### config.mk
export PLATFORM = sky130hd
export DESIGN_NAME = sfc_ctrl
export DESIGN_NICKNAME = d
export VERILOG_FILES = /design/src/rtl/sfc_sync.v /design/src/rtl/sfc_fifo.v /design/src/rtl/sfc_ctrl.v
export VERILOG_INCLUDE_DIRS = /design/src /design/src/rtl
export SDC_FILE = /design/constraint.sdc
export NUM_CORES = 1
export LEC_CHECK = 0
export BUFFER_PORTS_ARGS = -buffer_cell sky130_fd_sc_hd__buf_4
export CAP_MARGIN = 20
export CORE_AREA = 4 4 211 213
export CTS_BUF_LIST = sky130_fd_sc_hd__clkbuf_4 sky130_fd_sc_hd__clkbuf_8
export DETAILED_ROUTE_END_ITERATION = 6
export DIE_AREA = 0 0 215 217
export PLACE_DENSITY = 0.5
export SLEW_MARGIN = 5
export SYNTH_ARGS = -nofsm -noshare
export SYNTH_HDL_FRONTEND = slang
export SYNTH_HIERARCHICAL = 1
export SYNTH_SLANG_ARGS = --single-unit
### constraint.sdc
create_clock -name mclk -period 3.6 [get_ports mclk]
set_input_delay 0.18 -clock mclk [delete_from_list [all_inputs] [get_ports mclk]]
set_output_delay 0.18 -clock mclk [all_outputs]
set_load 0.02 [all_outputs]
### src/rtl/sfc_regs.vh
// constants and functional notes for the serial-frame converter control block
// Functional notes
// sample input difference at select falling edge, then convert on serial clock.
// isolate inputs while converting, reconnect and acquire once conversion finishes.
// results are unsigned straight binary, 12 bits wide.
// code 000 at low end, 800 at mid scale, fff at full scale.
// a frame runs from select falling edge to next select rising edge.
// host waits 15 ns after select falls before first clock falling edge.
// first zero at select fall, then another zero and result bits per falling edge.
// after fourteenth falling edge, data out stays low while select is low.
// select rising edge ends frame and releases data out to high impedance.
// host allows 200 ns acquisition after conversion before next sample.
// host keeps 10 ns from last clock falling edge to select rise.
// first frame after power-up runs offset calibration with data out held low.
// calibration stores offset only with at least 16 falling edges in frame.
// offset register clears at power-up and is not serially accessible.
// later results are corrected by the stored offset.
// inputs stay disconnected while calibration runs.
// host limits calibration clock to 16 MHz or 12 MHz by supply.
// host keeps select high for acquisition time after calibration frame.
// only power cycling restores calibration result and power-up state.
// host supplies 16 MHz serial clock for full sample rate.
// result bits leave most significant bit first.
`ifndef SFC_REGS_VH
`define SFC_REGS_VH
`define SFC_RES_BITS 12
`define SFC_CODE_NFS 12'h000
`define SFC_CODE_MID 12'h800
`define SFC_CODE_PFS 12'hfff
`define SFC_LAST_DATA_EDGE 5'h0e
`define SFC_CAL_EDGES 5'h10
`define SFC_OFFSET_RST 12'h000
`define SFC_FIFO_DEPTH 16
`define SFC_ACQ_TIME_NS 200
`define SFC_CLK_PERIOD_NS 100
`define SFC_ACQ_CYCLES ((`SFC_ACQ_TIME_NS + `SFC_CLK_PERIOD_NS - 1) / `SFC_CLK_PERIOD_NS)
`endif

### src/rtl/sfc_sync.v
// two-flop synchroniser for one level input
`timescale 1ns/1ps
module sfc_sync #(
	// level held through reset; matches the idle level of the pin
	parameter [0:0] RST_VAL = 1'b0
) (
	// clock and reset
	input wire mclk,
	input wire nrst,
	// level
	input wire din,
	output reg dout
);
	reg stage1;
	always @(posedge mclk) begin
		if (!nrst) begin
			stage1 <= RST_VAL;
			dout <= RST_VAL;
		end else begin
			stage1 <= din;
			dout <= stage1;
		end
	end
endmodule // sfc_sync

### src/rtl/sfc_fifo.v
// small synchronous fifo with valid/ready on both sides
`timescale 1ns/1ps
module sfc_fifo #(
	parameter WIDTH = 12,
	parameter DEPTH = 16,
	parameter AW = 4
) (
	// clock and reset
	input wire mclk,
	input wire nrst,
	// write side
	input wire in_valid,
	output wire in_ready,
	input wire [WIDTH-1:0] in_data,
	// read side
	output wire out_valid,
	input wire out_ready,
	output wire [WIDTH-1:0] out_data
);
	reg [WIDTH-1:0] mem [0:DEPTH-1];
	reg [AW-1:0] wptr;
	reg [AW-1:0] rptr;
	reg [AW:0] count;
	wire do_wr;
	wire do_rd;
	assign in_ready = (count != DEPTH[AW:0]);
	assign out_valid = (count != {(AW+1){1'b0}});
	assign out_data = mem[rptr];
	assign do_wr = in_valid && in_ready;
	assign do_rd = out_valid && out_ready;
	always @(posedge mclk) begin
		if (do_wr) begin
			mem[wptr] <= in_data;
		end
	end
	always @(posedge mclk) begin
		if (!nrst) begin
			wptr <= {AW{1'b0}};
			rptr <= {AW{1'b0}};
			count <= {(AW+1){1'b0}};
		end else begin
			if (do_wr) begin
				wptr <= wptr + 1'b1;
			end
			if (do_rd) begin
				rptr <= rptr + 1'b1;
			end
			if (do_wr && !do_rd) begin
				count <= count + 1'b1;
			end else if (do_rd && !do_wr) begin
				count <= count - 1'b1;
			end
		end
	end
endmodule // sfc_fifo

### src/rtl/sfc_ctrl.v
// frame, conversion and offset-calibration control of the serial converter
`timescale 1ns/1ps
`include "sfc_regs.vh"
module sfc_ctrl #(
	parameter RES = `SFC_RES_BITS,
	parameter DEPTH = `SFC_FIFO_DEPTH
) (
	// clock and power-up reset
	input wire mclk,
	input wire nrst,
	// serial link pins from host
	input wire cs_n,
	input wire sclk,
	// serial data out, three-state: value and enable
	output reg sdo_o,
	output reg sdo_oe,
	// analog front end: raw quantiser result and offset sample
	input wire [RES-1:0] raw_code,
	input wire [RES-1:0] offset_sample,
	output reg input_connect,
	output reg sample_hold,
	// result stream, one corrected code per conversion frame reaching the fourteenth falling edge while the fifo has room
	output reg res_valid,
	input wire res_ready,
	output reg [RES-1:0] res_data,
	// status
	output reg calibrated,
	output reg calibrating,
	output reg overflow
);
	localparam ST_IDLE = 4'b0001;
	localparam ST_CONV = 4'b0010;
	localparam ST_CAL = 4'b0100;
	localparam ST_TAIL = 4'b1000;
	localparam [RES-1:0] CODE_MAX = `SFC_CODE_PFS;
	localparam [RES-1:0] CODE_MIN = `SFC_CODE_NFS;

	// offset-corrected code, clamped to the code at the low end of the range
	function [RES-1:0] correct;
		input [RES-1:0] raw;
		input [RES-1:0] ofs;
		reg [RES:0] diff;
		begin
			diff = {1'b0, raw} - {1'b0, ofs};
			if (diff[RES]) begin
				correct = CODE_MIN;
			end else begin
				correct = diff[RES-1:0];
			end
		end
	endfunction

	wire cs_s;
	wire sclk_s;
	reg cs_d;
	reg sclk_d;
	wire cs_fall;
	wire cs_rise;
	wire sclk_fall;
	reg [3:0] state;
	reg [3:0] next_state;
	reg first_frame;
	reg [4:0] edge_cnt;
	reg [RES-1:0] offset_correction_register;
	reg [RES-1:0] shift;
	reg [RES-1:0] held_code;
	reg [1:0] acq_cnt;
	reg f_valid;
	wire f_ready;
	reg [RES-1:0] f_data;
	wire q_valid;
	wire [RES-1:0] q_data;

	// select idles high, so its synchroniser resets high: no false frame after reset
	sfc_sync #(
		.RST_VAL(1'b1)
	) u_cs (
		.mclk(mclk),
		.nrst(nrst),
		.din(cs_n),
		.dout(cs_s)
	);
	sfc_sync u_sclk (
		.mclk(mclk),
		.nrst(nrst),
		.din(sclk),
		.dout(sclk_s)
	);

	assign cs_fall = cs_d && !cs_s;
	assign cs_rise = !cs_d && cs_s;
	assign sclk_fall = sclk_d && !sclk_s && !cs_s;

	always @(posedge mclk) begin
		if (!nrst) begin
			cs_d <= 1'b1;
			sclk_d <= 1'b0;
		end else begin
			cs_d <= cs_s;
			sclk_d <= sclk_s;
		end
	end

	always @* begin
		next_state = state;
		case (state)
			ST_IDLE: begin
				if (cs_fall) begin
					next_state = first_frame ? ST_CAL : ST_CONV;
				end
			end
			ST_CONV: begin
				if (cs_rise) begin
					next_state = ST_IDLE;
				end else if (sclk_fall && edge_cnt == `SFC_LAST_DATA_EDGE - 5'h1) begin
					next_state = ST_TAIL;
				end
			end
			ST_CAL: begin
				if (cs_rise) begin
					next_state = ST_IDLE;
				end else if (sclk_fall && edge_cnt == `SFC_CAL_EDGES - 5'h1) begin
					next_state = ST_TAIL;
				end
			end
			ST_TAIL: begin
				if (cs_rise) begin
					next_state = ST_IDLE;
				end
			end
			default: begin
				next_state = ST_IDLE;
			end
		endcase
	end

	always @(posedge mclk) begin
		if (!nrst) begin
			state <= ST_IDLE;
			first_frame <= 1'b1;
			edge_cnt <= 5'h00;
			offset_correction_register <= `SFC_OFFSET_RST;
			shift <= {RES{1'b0}};
			held_code <= {RES{1'b0}};
			res_valid <= 1'b0;
			res_data <= {RES{1'b0}};
			sdo_o <= 1'b0;
			sdo_oe <= 1'b0;
			input_connect <= 1'b1;
			sample_hold <= 1'b0;
			acq_cnt <= 2'h0;
			f_valid <= 1'b0;
			f_data <= {RES{1'b0}};
			calibrated <= 1'b0;
			calibrating <= 1'b0;
			overflow <= 1'b0;
		end else begin
			state <= next_state;
			f_valid <= 1'b0;
			sample_hold <= 1'b0;
			if (cs_fall) begin
				edge_cnt <= 5'h00;
				sdo_o <= 1'b0;
				sdo_oe <= 1'b1;
				input_connect <= 1'b0;
				if (first_frame) begin
					first_frame <= 1'b0;
					calibrating <= 1'b1;
				end else begin
					sample_hold <= 1'b1;
					held_code <= raw_code;
					shift <= correct(raw_code, offset_correction_register);
				end
			end else if (cs_rise) begin
				sdo_oe <= 1'b0;
				sdo_o <= 1'b0;
				calibrating <= 1'b0;
				// a cut frame, conversion or calibration, still hands the inputs back
				input_connect <= 1'b1;
			end else if (sclk_fall) begin
				if (edge_cnt != 5'h1f) begin
					edge_cnt <= edge_cnt + 5'h01;
				end
				case (state)
					ST_CONV: begin
						if (edge_cnt == 5'h00) begin
							sdo_o <= 1'b0;
						end else begin
							sdo_o <= shift[RES-1];
							shift <= {shift[RES-2:0], 1'b0};
						end
						if (edge_cnt == `SFC_LAST_DATA_EDGE - 5'h1) begin
							sdo_o <= 1'b0;
							input_connect <= 1'b1;
							f_valid <= 1'b1;
							f_data <= correct(held_code, offset_correction_register);
							if (!f_ready) begin
								overflow <= 1'b1;
							end
						end
					end
					ST_CAL: begin
						sdo_o <= 1'b0;
						if (edge_cnt == `SFC_CAL_EDGES - 5'h1) begin
							offset_correction_register <= offset_sample;
							calibrated <= 1'b1;
							calibrating <= 1'b0;
							input_connect <= 1'b1;
						end
					end
					default: begin
						sdo_o <= 1'b0;
					end
				endcase
			end
			if (state == ST_IDLE && !input_connect && !cs_fall) begin
				if (acq_cnt != 2'h3) begin
					acq_cnt <= acq_cnt + 2'h1;
				end
			end else begin
				acq_cnt <= 2'h0;
			end
			if (q_valid && res_ready && res_valid) begin
				res_valid <= 1'b0;
			end
			if (q_valid && (!res_valid || res_ready)) begin
				res_valid <= 1'b1;
				res_data <= q_data;
			end else if (res_ready) begin
				res_valid <= 1'b0;
			end
		end
	end

	sfc_fifo #(
		.WIDTH(RES),
		.DEPTH(DEPTH),
		.AW(4)
	) u_fifo (
		.mclk(mclk),
		.nrst(nrst),
		.in_valid(f_valid),
		.in_ready(f_ready),
		.in_data(f_data),
		.out_valid(q_valid),
		.out_ready(!res_valid || res_ready),
		.out_data(q_data)
	);
endmodule // sfc_ctrl

* Word-level counts from Yosys, hierarchy flattened
Memories as Yosys holds them, arrays and structs flattened. A register that Yosys moved wholly into a read port is not among the register bits.
Index checks and enable logic that the tools add are counted.
** Storage, ports and cells
- Register bits after elaboration :: 86
- RAM bits :: 192
- Input port bits :: 29
- Output and inout bits :: 20
- Word-level logic and storage cells :: 144
- Memories kept :: 1
** Operators by class
- Add/subtract/negate cells :: 7
- Equality and inequality tests :: 18
- Muxes and demuxes :: 42
- Bitwise logic cells :: 7
- Reductions and logical operators :: 44
** Memories
- u_fifo.mem :: depth 16, bits a word 12, read ports 1, clocked after memory_dff 1, write ports 1, line sfc_fifo.v:20 : reg [WIDTH-1:0] mem [0:DEPTH-1];
** Operators by type and width (count)
- $mux W12 :: 8
- $sub A12 B12 Y13 :: 2
- $mux W4 :: 6
- $mux W1 :: 23
- $pmux W4 S4 :: 1
- $reduce_and A5 Y1 :: 3
- $logic_and A1 B1 Y1 :: 12
- $reduce_and A4 Y1 :: 3
- $reduce_bool A3 Y1 :: 4
- $add A5 B1 Y5 const B :: 2
- $eq A5 B4 Y1 const B :: 2
- $mux W5 :: 2
- $ne A2 B2 Y1 const B :: 5
- $ne A5 B5 Y1 const B :: 2
- $add A4 B1 Y4 const B :: 2
- $ne A4 B4 Y1 const B :: 2
- $reduce_bool A2 Y1 :: 4
- $logic_not A1 Y1 :: 7
- $not A1 Y1 :: 7
- $ne A3 B3 Y1 const B :: 2
- $reduce_and A6 Y1 :: 1
- $logic_not A5 Y1 :: 1
- $reduce_bool A5 Y1 :: 1
- $reduce_or A5 Y1 :: 1
- 14 further kinds :: 15

* Longest topological paths before layout
Gate-level depths: netlist of run 1.
- Depth after elaboration :: 7
- Mapped depth :: 11
- Mapped depth without buffers :: 10

* By module
The synthesis of run 1 kept the hierarchy.
** Modules (own cells, without submodules)
- sfc_fifo :: instances 1, cells each 403, area each 8177.8 um^2, seq. area each 6105.9 um^2
- sfc_ctrl :: instances 1, cells each 510, area each 4329.2 um^2, seq. area each 1621.6 um^2
- sfc_sync :: instances 2, cells each 4, area each 52.6 um^2, seq. area each 40.0 um^2

* Worst setup path after synthesis of run 1
No wires, ideal clock.
- Kind :: reg2reg
- Start :: register u_fifo.count[0]
- End :: register u_fifo.count[3]
- Setup time :: 0.062 ns
- Data arrival time :: 2.333 ns
- Slack :: 1.204 ns
- Stages on the path, launching flop included :: 10
- Buffers on the path :: 0
- Period minus slack after synthesis :: 2.396 ns
- Cell sequence :: dfxtp_1 or4_4 o21ai_4 ha_1 inv_1 ha_1 a21o_1 a21oi_1 or4b_1 nand3_1
** On the way
- Longest elaborated chain between the ends :: 5
** Ends and longest elaborated chain
- start: declaration :: line sfc_fifo.v:23 : reg [AW:0] count;
- start signal: assignment :: line sfc_fifo.v:40 : count <= {(AW+1){1'b0}};
- start signal: assignment :: line sfc_fifo.v:49 : count <= count + 1'b1;
- start signal: assignment :: line sfc_fifo.v:51 : count <= count - 1'b1;
- branches (longest 5 deep; another with $sub A5 B1 Y5)
Several ways; the timed one is not identified. The select of a mux whose other input is x is not followed.
A chain may end at the register's enable or synchronous reset.

* Worst setup path after layout of run 1
- Start :: register state[3]
- End :: register f_data[9]
** On the way
- Longest elaborated chain between the ends :: 2
** Ends and longest elaborated chain
- start: declaration :: line sfc_ctrl.v:60 : reg [3:0] state;
- start signal: assignment :: line sfc_ctrl.v:158 : state <= next_state;
- $eq A4 B2 Y1 :: line sfc_ctrl.v:184 : case (state)
- $reduce_and A5 Y1 (no line)
- end signal: assignment :: line sfc_ctrl.v:153 : f_data <= {RES{1'b0}};
- end signal: assignment :: line sfc_ctrl.v:196 : f_data <= correct(held_code, offset_correction_register);
- end: declaration :: line sfc_ctrl.v:70 : reg [RES-1:0] f_data;
Every way passes these cells.

==> flow_metrics.py, run 1 <==
metrics = {
    "setup_path": {
        "cpPeakStageDelay_ns": 0.77,
        "cp.arrival_ns": 3.37,
        "path_max_fanout": 13,
        "crit_buf_inv": 0,
        "cp_slowest_cell": "a311oi_2",
        "critPathTopFamily": "simple AND/OR/NAND/NOR gates",
        "crit_path_start_kind": "flop",
        "criticalPathCategory": "flop to flop",
        "path_cells": "or4b_4 -> nor3_1 -> nand2_1 -> a311oi_2 -> o21ai_0 -> a21oi_1",
        "cp-end-kind": "flop",
        "critical_path_required_ns": 4.11,
    },
    "global_routing": {
        "grt_antenna_before_repair": 0,
        "grt_start_max_net_pins": 56,
        "grt_pass1_vias": 7786,
        "grt_remaining_overflow": 0,
        "grt_pass1_wl_mm": 45.12,
        "track_usage_pct": 12.28,
    },
    "final_layout": {
        "areaGrowthSynthToFinish_pct": 17.53,
        "diodes": 0,
        "multiInputGateArea_sq_um": 4491,
        "nets": 1094,
        "final_common_cell": "edfxtp_1",
        "fill_cells": 4159,
        "fin_cells": 1604,
        "final_cell_mix": "edfxtp_1 (192), dfxtp_1 (100), nor2_1 (68)",
        "drive_gt1_share_pct": 19.57,
        "design_area_sq_um": 14820,
        "seqCellArea_sq_um": 7812,
    },
    "logic_synthesis": {
        "synth.area.top_cells": "edfxtp_1 (46%), dfxtp_1 (16%), mux4_2 (8.6%)",
        "synthFlopType": "edfxtp_1",
        "ys_warn_count": 6,
        "synth-edff-count": 192,
        "synthAdderAreaFrac_pct": 4.444,
        "synth_seq_cells": 294,
        "muxShareOfSynthArea_pct": 11.35,
        "synth_top_family_by_area": "multiplexers",
        "synth_top_cell_by_area": "edfxtp_1",
        "ys_seq_area_share_pct": 61.90,
        "synth_compound_area_share_pct": 9.087,
        "async_flop_share_pct": 0,
        "syn_nets": 993,
        "synthXorXnorAreaFrac_pct": 1.528,
        "synth_top_area_share_pct": 45.71,
        "netlist_instances": 921,
        "yosysUniqueCellTypes": 63,
        "synth.avg_cell_area_sq_um": 13.69,
        "synthSimpleGateAreaFrac_pct": 9.196,
        "synth_area_sq_um": 12610,
    },
    "timing": {
        "fmax_ghz": 0.3496,
        "relSlewSlack_pct": 43.78,
        "fin_ws_ns": 0.7400,
        "final.min_clock_period_ns": 2.860,
        "setup_violations": 0,
        "final.setup_skew_ns": 0.01710,
        "rsz0062_at_grt": "false",
        "hold_viol": 0,
        "fin_setup_tns_ns": 0,
        "drv_slew": 0,
        "fin_crit_sh_pct": 79.45,
        "worst_pin_slew_ns": 0.8412,
        "hold_ws_ns": 0.2130,
    },
    "pwr": {
        "clkPwrFrac_pct": 43.6,
        "seqPwrFrac_pct": 53.8,
        "internal_power_mw": 5.233,
        "netSwitchingFraction_pct": 21.07,
        "ir_worst_vdd_uv": 216.6,
        "switching_power_mw": 1.397,
        "powerDensity_nw_per_um2": 447.3,
        "p_leak_nw": 5.285,
        "power_frac_comb_pct": 2.7,
    },
    "routing": {
        "drtIter0Drc": 392,
        "viasPerCell": 4.738,
        "dr.pass1.iters": 5,
        "totalWireLength_mm": 28.51,
        "postRouteAntennaNets": 0,
        "num_vias": 7599,
        "wl_per_cell_um": 17.77,
        "route.detailed.drc": 0,
    },
    "placement": {
        "placed_area_sq_um": 13580,
        "place_inst": 1489,
        "dpl_worst_slack_ns": 0.7604,
        "dpl.hpwl_mm": 18.30,
        "globalplace.congestion": 0.8273,
        "port_buffers": 48,
    },
    "worst_hold_path": {
        "hp-class": "input pin to flop",
    },
    "floorplan": {
        "initial_utilization_pct": 29.54,
        "rows": 76,
        "io_pins": 49,
        "fp.dieW_um": 215,
        "dieArea_sq_um": 46660,
        "core_sq_um": 42700,
        "fp.dieH_um": 217,
    },
    "clock_network": {
        "post_cts_buffers": 0,
        "htreeDepth": 2,
        "numCtsBuffers": 49,
        "clk_latency_ns": 0.58,
        "clockBufferDepth": 3,
        "ctsHoldBuffers": 27,
        "clock_sinks": 294,
        "cts_tree": "yes",
        "cts_resized": 0,
        "path_clk_slew_ns": 0.06,
        "ctsRootBufferMaster": "clkbuf_8",
    },
    "job": {
        "max-cap-violations": 0,
    },
    "status": {
        "outcome": "complete, no violations",
    },
}
==> cells by family (layout without fill, tap and decap cells) <==
group | Yosys count | count (layout)
multiplexers | 83 | 83
AND/OR/NAND/NOR | 235 | 235
AO/OA/AOI/OAI | 170 | 170
buffers and inverters | 74 | 211
adder cells (fa/ha/maj) | 43 | 43
XOR/XNOR | 22 | 22
flip-flops | 294 | 294
==> final timing paths <==
kind                                        startpoint                      to  slack [ns]  depth (start not counted)
worst max register to register   state[3]$_SDFFE_PN0P_  f_data[9]$_SDFFE_PN0P_        0.74                          6
worst min-delay path                         res_ready  res_valid$_SDFFE_PN0P_        0.21                          3
worst max-delay path             state[3]$_SDFFE_PN0P_  f_data[9]$_SDFFE_PN0P_        0.74                          6
worst min register to register  u_cs/stage1$_SDFF_PN1_    u_cs/dout$_SDFF_PN1_        0.45                          1
==> final cells by class <==
cell class	count	share of cell area (%)
Multi-Input combinational cell	553	30.29
Inverter	37	0.9369
Sequential cell	294	52.71
Timing Repair Buffer	87	5.031
Clock buffer	79	6.111
Tap cell	546	4.609
Clock inverter	8	0.3123
==> through the flow <==
stage                     util (%)  power [mW]
after CTS                    34.67       6.742
after global placement       31.81       3.789
after detailed placement     31.81       3.787
final                        34.72       6.630
after global routing         34.72       6.930
after floorplan                  -       3.729
==> power groups by stage <==
stage | registers, mW | logic [mW] | clock network (mW)
floorplan | 3.63 | 0.0938 | 0
global placement | 3.63 | 0.155 | 0
detailed placement | 3.63 | 0.153 | 0
CTS | 3.56 | 0.177 | 3.00
global route | 3.56 | 0.199 | 3.17
finish | 3.56 | 0.179 | 2.89
==> synthesized netlist by cell type, drive strengths merged (3+ instances only) <==
master  instances
nor3           11
a32oi           5
and2           25
buf            15
o21a            7
mux2i          35
nor4            4
clkbuf         22
fa              3
nand4           3
nand2b         11
nor2b           7
o21bai          3
o211ai          4
ha             40
nor4b           3
inv            37
nor2           68
mux4           48
or3             6
dfxtp         102
xor2            7
nand3          14
nand2          66
a21o            9
nor3b           3
and3            4
a211oi          5
o31ai           3
edfxtp        192
a22oi          39
a21oi          50
o21ai          30
xnor2          15
==> registers in the layout, summed over array words and instances, names as in the netlist, 4 cells and up, named ones only <==
signal                      cells
u_fifo/mem                    192
f_data                         12
held_code                      12
offset_correction_register     12
res_data                       12
shift                          12
edge_cnt                        5
u_fifo/count                    5
state                           4
u_fifo/rptr                     4
u_fifo/wptr                     4
==> tightest hold or removal path, stage by stage <==
cell and delay, ns:
buf_4 0.07, nand2b_1 0.28, a21oi_1 0.17
==> metal layers <==
layer	vias to the layer above	share of wire [%]	track usage (%)
li1	3687	-	-
met1	3732	47	16.93
met2	139	47	19.99
met3	41	4.1	2.416
met4	0	1.7	3.264
met5	-	0	0
(Power assumes the default switching activity.)
==> inputs of run 2 (changes only) <==
--- a/config.mk
+++ b/config.mk
@@ -12,7 +12,7 @@
 export CTS_BUF_LIST = sky130_fd_sc_hd__clkbuf_4 sky130_fd_sc_hd__clkbuf_8
 export DETAILED_ROUTE_END_ITERATION = 6
 export DIE_AREA = 0 0 215 217
-export PLACE_DENSITY = 0.5
+export PLACE_DENSITY = 0.52
 export SLEW_MARGIN = 5
 export SYNTH_ARGS = -nofsm -noshare
 export SYNTH_HDL_FRONTEND = slang
==> constraint.sdc (replaced) <==
create_clock -name mclk -period 2.56 [get_ports mclk]
set_input_delay 0.128 -clock mclk [delete_from_list [all_inputs] [get_ports mclk]]
set_output_delay 0.128 -clock mclk [all_outputs]
set_load 0.02 [all_outputs]
==> run 2 against run 1 <==
  * Via count up 1.2%
  * Final cell count up 1.8%
  * Critical path depth up 3
  * Hold slack worse by 0.18 ns
  * Global-route usage down 0.19 points
  * Combinational power up 42%
  * Critical path type unchanged
==> flow_metrics.py, run 2 (synthesis results as in run 1) <==
metrics = {
    "status": {
        "outcome": "complete, no violations",
    },
    "final_layout": {
        "design_area_sq_um": 15110,
        "final_cell_mix": "edfxtp_1 (192), dfxtp_1 (99), buf_4 (85)",
        "top_register": "u_fifo/mem",
        "drive_gt1_share_pct": 21.34,
        "fin_cells": 1633,
        "final_common_cell": "edfxtp_1",
        "largest_reg_flops": 192,
        "diodes": 0,
        "finish.utilization_pct": 35.38,
        "nets": 1120,
        "areaGrowthSynthToFinish_pct": 19.77,
    },
    "timing": {
        "hold_ws_ns": 0.03685,
        "rsz0062_at_grt": "false",
        "final.setup_skew_ns": 0.03324,
        "hold_viol": 0,
        "drv_slew": 0,
        "relSlewSlack_pct": 45.78,
        "fmax_ghz": 0.4136,
        "worst_pin_slew_ns": 0.8104,
        "fin_ws_ns": 0.1425,
        "fin_setup_tns_ns": 0,
        "final.min_clock_period_ns": 2.418,
        "setup_violations": 0,
        "fin_crit_sh_pct": 94.44,
    },
    "placement": {
        "dpl_worst_slack_ns": 0.09589,
        "place_inst": 1517,
        "globalplace.congestion": 0.8097,
        "port_buffers": 48,
        "placed_area_sq_um": 13800,
        "dpl.hpwl_mm": 18.53,
    },
    "setup_path": {
        "cp.arrival_ns": 2.93,
        "critical_path_required_ns": 3.08,
        "crit_path_start_kind": "flop",
        "cp-end-kind": "flop",
        "r2r_slack_ns": 0.14,
        "path_cells": "or4_4 -> o21ai_4 -> ha_1 -> inv_2 -> ha_1 -> a21o_1 -> a21oi_1 -> or4b_1 -> nand3_1",
        "r2r_cells": 9,
        "path_max_fanout": 5,
        "criticalPathCategory": "flop to flop",
        "cpPeakStageDelay_ns": 0.56,
        "cp_slowest_cell": "or4_4",
        "crit_buf_inv": 1,
        "rr_startpoint": "u_fifo/count[1]$_SDFFE_PN0P_",
        "critPathTopFamily": "simple AND/OR/NAND/NOR gates",
        "timing.rr.end": "u_fifo/count[3]$_SDFFE_PN0P_",
        "crit_top_cell": "ha_1",
    },
    "clock_network": {
        "post_cts_buffers": 0,
        "path_clk_slew_ns": 0.06,
        "numCtsBuffers": 48,
        "clock_sinks": 294,
        "htreeDepth": 2,
        "clk_latency_ns": 0.58,
        "clockBufferDepth": 3,
        "ctsRootBufferMaster": "clkbuf_8",
        "cts_tree": "yes",
    },
    "pwr": {
        "p_leak_nw": 5.436,
        "ir_worst_vdd_uv": 357.1,
        "powerDensity_nw_per_um2": 629.6,
        "p_total_mw": 9.510,
    },
    "routing": {
        "met1Wirelength_mm": 13.36,
        "viasPerCell": 4.709,
        "dr_wl_met2_mm": 13.34,
        "route.detailed.drc": 0,
        "wl_met3_mm": 1.208,
        "dr.pass1.iters": 4,
        "top_layer": "met4",
        "drtIter0Drc": 405,
        "totalWireLength_mm": 28.45,
        "postRouteAntennaNets": 0,
        "wl_per_cell_um": 17.42,
        "num_vias": 7690,
    },
    "global_routing": {
        "grt_remaining_overflow": 0,
        "grt_pass1_vias": 7891,
        "grt_start_max_net_pins": 49,
        "grt_antenna_before_repair": 0,
        "grt_pass1_wl_mm": 44.54,
        "track_usage_pct": 12.09,
    },
    "worst_hold_path": {
        "min_path_cells": 3,
        "min_from": "res_ready",
        "hold_end": "res_valid$_SDFFE_PN0P_",
        "hp-class": "input pin to flop",
    },
    "floorplan": {
        "fp.dieW_um": 215,
        "fp.dieH_um": 217,
        "dieArea_sq_um": 46660,
        "core_sq_um": 42700,
        "initial_utilization_pct": 29.54,
        "io_pins": 49,
        "rows": 76,
    },
    "job": {
        "max-cap-violations": 0,
    },
}
-- run 2: timing repair --
action | 4_1_cts | 5_1_grt
hold buffers | 27 | 0
resized for setup | 0 | 9
hold endpoints to repair | 38 | 0
setup endpoints to repair | 0 | 21
-- run 2: how the worst max path moves through the flow --
stage,cells after the start,slack [ns],to,start
2_1_floorplan,9,0.16,u_fifo/count[3]$_SDFFE_PN0P_,u_fifo/count[0]$_SDFFE_PN0P_
3_3_place_gp,9,0.13,u_fifo/count[4]$_SDFFE_PN0P_,u_fifo/count[0]$_SDFFE_PN0P_
3_5_place_dp,9,0.1,u_fifo/count[4]$_SDFFE_PN0P_,u_fifo/count[0]$_SDFFE_PN0P_
4_1_cts,9,0.06,u_fifo/count[4]$_SDFFE_PN0P_,u_fifo/count[0]$_SDFFE_PN0P_
5_1_grt,9,0.01,u_fifo/count[3]$_SDFFE_PN0P_,u_fifo/count[1]$_SDFFE_PN0P_
6_report,9,0.14,u_fifo/count[3]$_SDFFE_PN0P_,u_fifo/count[1]$_SDFFE_PN0P_
-- run 2: final cells by class --
class                      count  area, sq um
multi-input combinational    553         4524
tap                          546        683.2
fill                        4183        27590
clock inverter                27        225.2
inverter                      37        138.9
clock buffer                  62        772.0
sequential                   294         7814
timing repair buffer         114        948.4
-- run 2: per-layer routing --
metal | vias to the layer above | track usage [%]
met5 | - | 0
met4 | 0 | 3.414
met3 | 47 | 2.527
met2 | 131 | 19.88
met1 | 3760 | 16.33
li1 | 3752 | -
-- run 2: worst register-to-register path: stages, from the launching register on --
cell     delay, ns
dfxtp_1       0.37
or4_4         0.56
o21ai_4       0.15
ha_1          0.20
inv_2         0.08
ha_1          0.27
a21o_1        0.11
a21oi_1       0.07
or4b_1        0.47
nand3_1       0.08
-- run 2: power breakdown --
group          internal (mW)  switching (mW)
Combinational          0.122           0.133
Clock                   2.39            1.86
Sequential              5.00         0.00749
Total                   7.51            2.00
==> inputs of run 3 (changes only) <==
--- a/config.mk
+++ b/config.mk
@@ -13,6 +13,7 @@
 export DETAILED_ROUTE_END_ITERATION = 6
 export DIE_AREA = 0 0 215 217
 export PLACE_DENSITY = 0.52
+export RECOVER_POWER = 25
 export SLEW_MARGIN = 5
 export SYNTH_ARGS = -nofsm -noshare
 export SYNTH_HDL_FRONTEND = slang
==> run 3 against run 2 <==
  * Final cell count unchanged
  * Flip-flop and latch count unchanged
  * Clock power about the same
  * Die area unchanged
  * Via count about the same
  * Sequential share of layout area about the same
  * Combinational power about the same
  * Design area about the same
  * Clock skew about the same
  * Worst setup slack worse by 0.0023 ns
  * Sequential power about the same
  * First-iteration DRC count down 2.7%
==> flow_metrics.py, run 3 (synthesis results as in run 1) <==
metrics = {
    "status": {
        "outcome": "complete, no violations",
    },
    "final_layout": {
        "final_common_cell": "edfxtp_1",
        "design_area_sq_um": 15100,
        "areaGrowthSynthToFinish_pct": 19.71,
        "largest_reg_flops": 192,
        "fin_cells": 1633,
        "top_register": "u_fifo/mem",
        "diodes": 0,
        "drive_gt1_share_pct": 21.16,
        "nets": 1120,
        "final_cell_mix": "edfxtp_1 (192), dfxtp_1 (99), buf_4 (83)",
    },
    "routing": {
        "totalWireLength_mm": 28.50,
        "drtIter0Drc": 394,
        "route.detailed.drc": 0,
        "dr.pass1.iters": 5,
        "num_vias": 7693,
        "postRouteAntennaNets": 0,
        "wl_per_cell_um": 17.45,
        "viasPerCell": 4.711,
    },
    "global_routing": {
        "use_met3_pct": 2.527,
        "grt_pass1_vias": 7891,
        "grt_antenna_before_repair": 0,
        "grt_pass1_wl_mm": 44.54,
        "use_met1_pct": 16.33,
        "use_met2_pct": 19.88,
        "track_usage_pct": 12.09,
        "grt_start_max_net_pins": 49,
        "grt-busiest-layer": "met2",
        "grt_remaining_overflow": 0,
    },
    "pwr": {
        "p_leak_nw": 5.427,
        "ir_worst_vdd_uv": 357.1,
        "powerDensity_nw_per_um2": 630.2,
    },
    "setup_path": {
        "cp_slowest_cell": "or4_4",
        "crit_buf_inv": 1,
        "path_cells": "or4_4 -> o21ai_4 -> ha_1 -> inv_2 -> ha_1 -> a21o_1 -> a21oi_1 -> or4b_1 -> nand3_1",
        "criticalPathCategory": "flop to flop",
        "crit_start": "u_fifo/count[1]$_SDFFE_PN0P_",
        "timing.rr.end": "u_fifo/count[3]$_SDFFE_PN0P_",
        "r2r_slack_ns": 0.14,
        "cp-end-kind": "flop",
        "critical_path_required_ns": 3.07,
        "path_max_fanout": 5,
        "cp.arrival_ns": 2.93,
        "r2r_cells": 9,
        "crit_top_cell": "ha_1",
        "critPathTopFamily": "simple AND/OR/NAND/NOR gates",
        "cpPeakStageDelay_ns": 0.56,
        "rr_startpoint": "u_fifo/count[1]$_SDFFE_PN0P_",
        "crit_path_start_kind": "flop",
    },
    "placement": {
        "placed_area_sq_um": 13800,
        "dpl_worst_slack_ns": 0.09589,
        "place_inst": 1517,
        "dpl.hpwl_mm": 18.53,
        "port_buffers": 48,
        "globalplace.congestion": 0.8097,
    },
    "timing": {
        "setup_violations": 0,
        "fmax_ghz": 0.4133,
        "fin_crit_sh_pct": 94.53,
        "hold_ws_ns": 0.03802,
        "relSlewSlack_pct": 26.20,
        "worst_pin_slew_ns": 1.107,
        "final.setup_skew_ns": 0.03364,
        "fin_ws_ns": 0.1402,
        "rsz0062_at_grt": "false",
        "hold_viol": 0,
        "fin_setup_tns_ns": 0,
        "final.min_clock_period_ns": 2.420,
        "drv_slew": 0,
    },
    "worst_hold_path": {
        "hp-class": "input pin to flop",
        "min_path_cells": 3,
        "min_from": "res_ready",
        "hold_end": "res_valid$_SDFFE_PN0P_",
    },
    "clock_network": {
        "cts_tree": "yes",
        "htreeDepth": 2,
        "ctsRootBufferMaster": "clkbuf_8",
        "post_cts_buffers": 0,
        "clock_sinks": 294,
        "clockBufferDepth": 3,
        "path_clk_slew_ns": 0.06,
        "clk_latency_ns": 0.58,
        "numCtsBuffers": 48,
    },
    "floorplan": {
        "fp.dieW_um": 215,
        "dieArea_sq_um": 46660,
        "fp.dieH_um": 217,
        "io_pins": 49,
        "initial_utilization_pct": 29.54,
        "rows": 76,
        "core_sq_um": 42700,
    },
    "job": {
        "max-cap-violations": 0,
    },
}
run 3: changes by cell type in the layout (fill, tap and decap cells not counted):
cell      delta
and2_0       +2
and2_1       -2
buf_4        -2
clkbuf_1     +2
run 3: metal layers:
metal	vias up	share of wire (%)
met4	0	2.0
met3	51	4.2
met2	130	47
met5	-	0
li1	3748	-
met1	3764	47
run 3: per-stage QoR:
stage / util (%) / total power, mW
finish: 35.36 / 9.515
global route: 35.36 / 9.923
CTS: 35.30 / 9.657
detailed placement: 32.33 / 5.331
global placement: 32.33 / 5.332
floorplan: - / 5.244
run 3: where the power goes:
part / internal, mW / total (mW) / leakage [nW] / switching [mW]
logic: 0.121 / 0.253 / 2.34 / 0.133
clock network: 2.39 / 4.25 / 0.521 / 1.86
registers: 5.00 / 5.01 / 2.57 / 0.00750
run 3: layout make-up:
cell class	instances	area (sq um)
Fill cell	4184	27600
Inverter	37	138.9
Timing Repair Buffer	114	940.9
Sequential cell	294	7814
Multi-Input combinational cell	553	4524
Tap cell	546	683.2
Clock inverter	27	225.2
Clock buffer	62	772.0
run 3: worst max-delay path by stage:
stage,depth (start not counted),to
after floorplan,9,u_fifo/count[3]$_SDFFE_PN0P_
after global placement,9,u_fifo/count[4]$_SDFFE_PN0P_
after detailed placement,9,u_fifo/count[4]$_SDFFE_PN0P_
after CTS,9,u_fifo/count[4]$_SDFFE_PN0P_
after global routing,9,u_fifo/count[3]$_SDFFE_PN0P_
final,9,u_fifo/count[3]$_SDFFE_PN0P_
run 3: worst reg2reg max path, stage by stage, from the launching register on:
cell     delay [ns]
dfxtp_1        0.37
or4_4          0.56
o21ai_4        0.15
ha_1           0.20
inv_2          0.08
ha_1           0.27
a21o_1         0.11
a21oi_1        0.08
or4b_1         0.47
nand3_1        0.08
run 3: timing repair:
item	CTS	global route
hold buffers	27	0
endpoints found under the hold margin	38	0
setup endpoints to repair	0	21
resized for setup	0	9
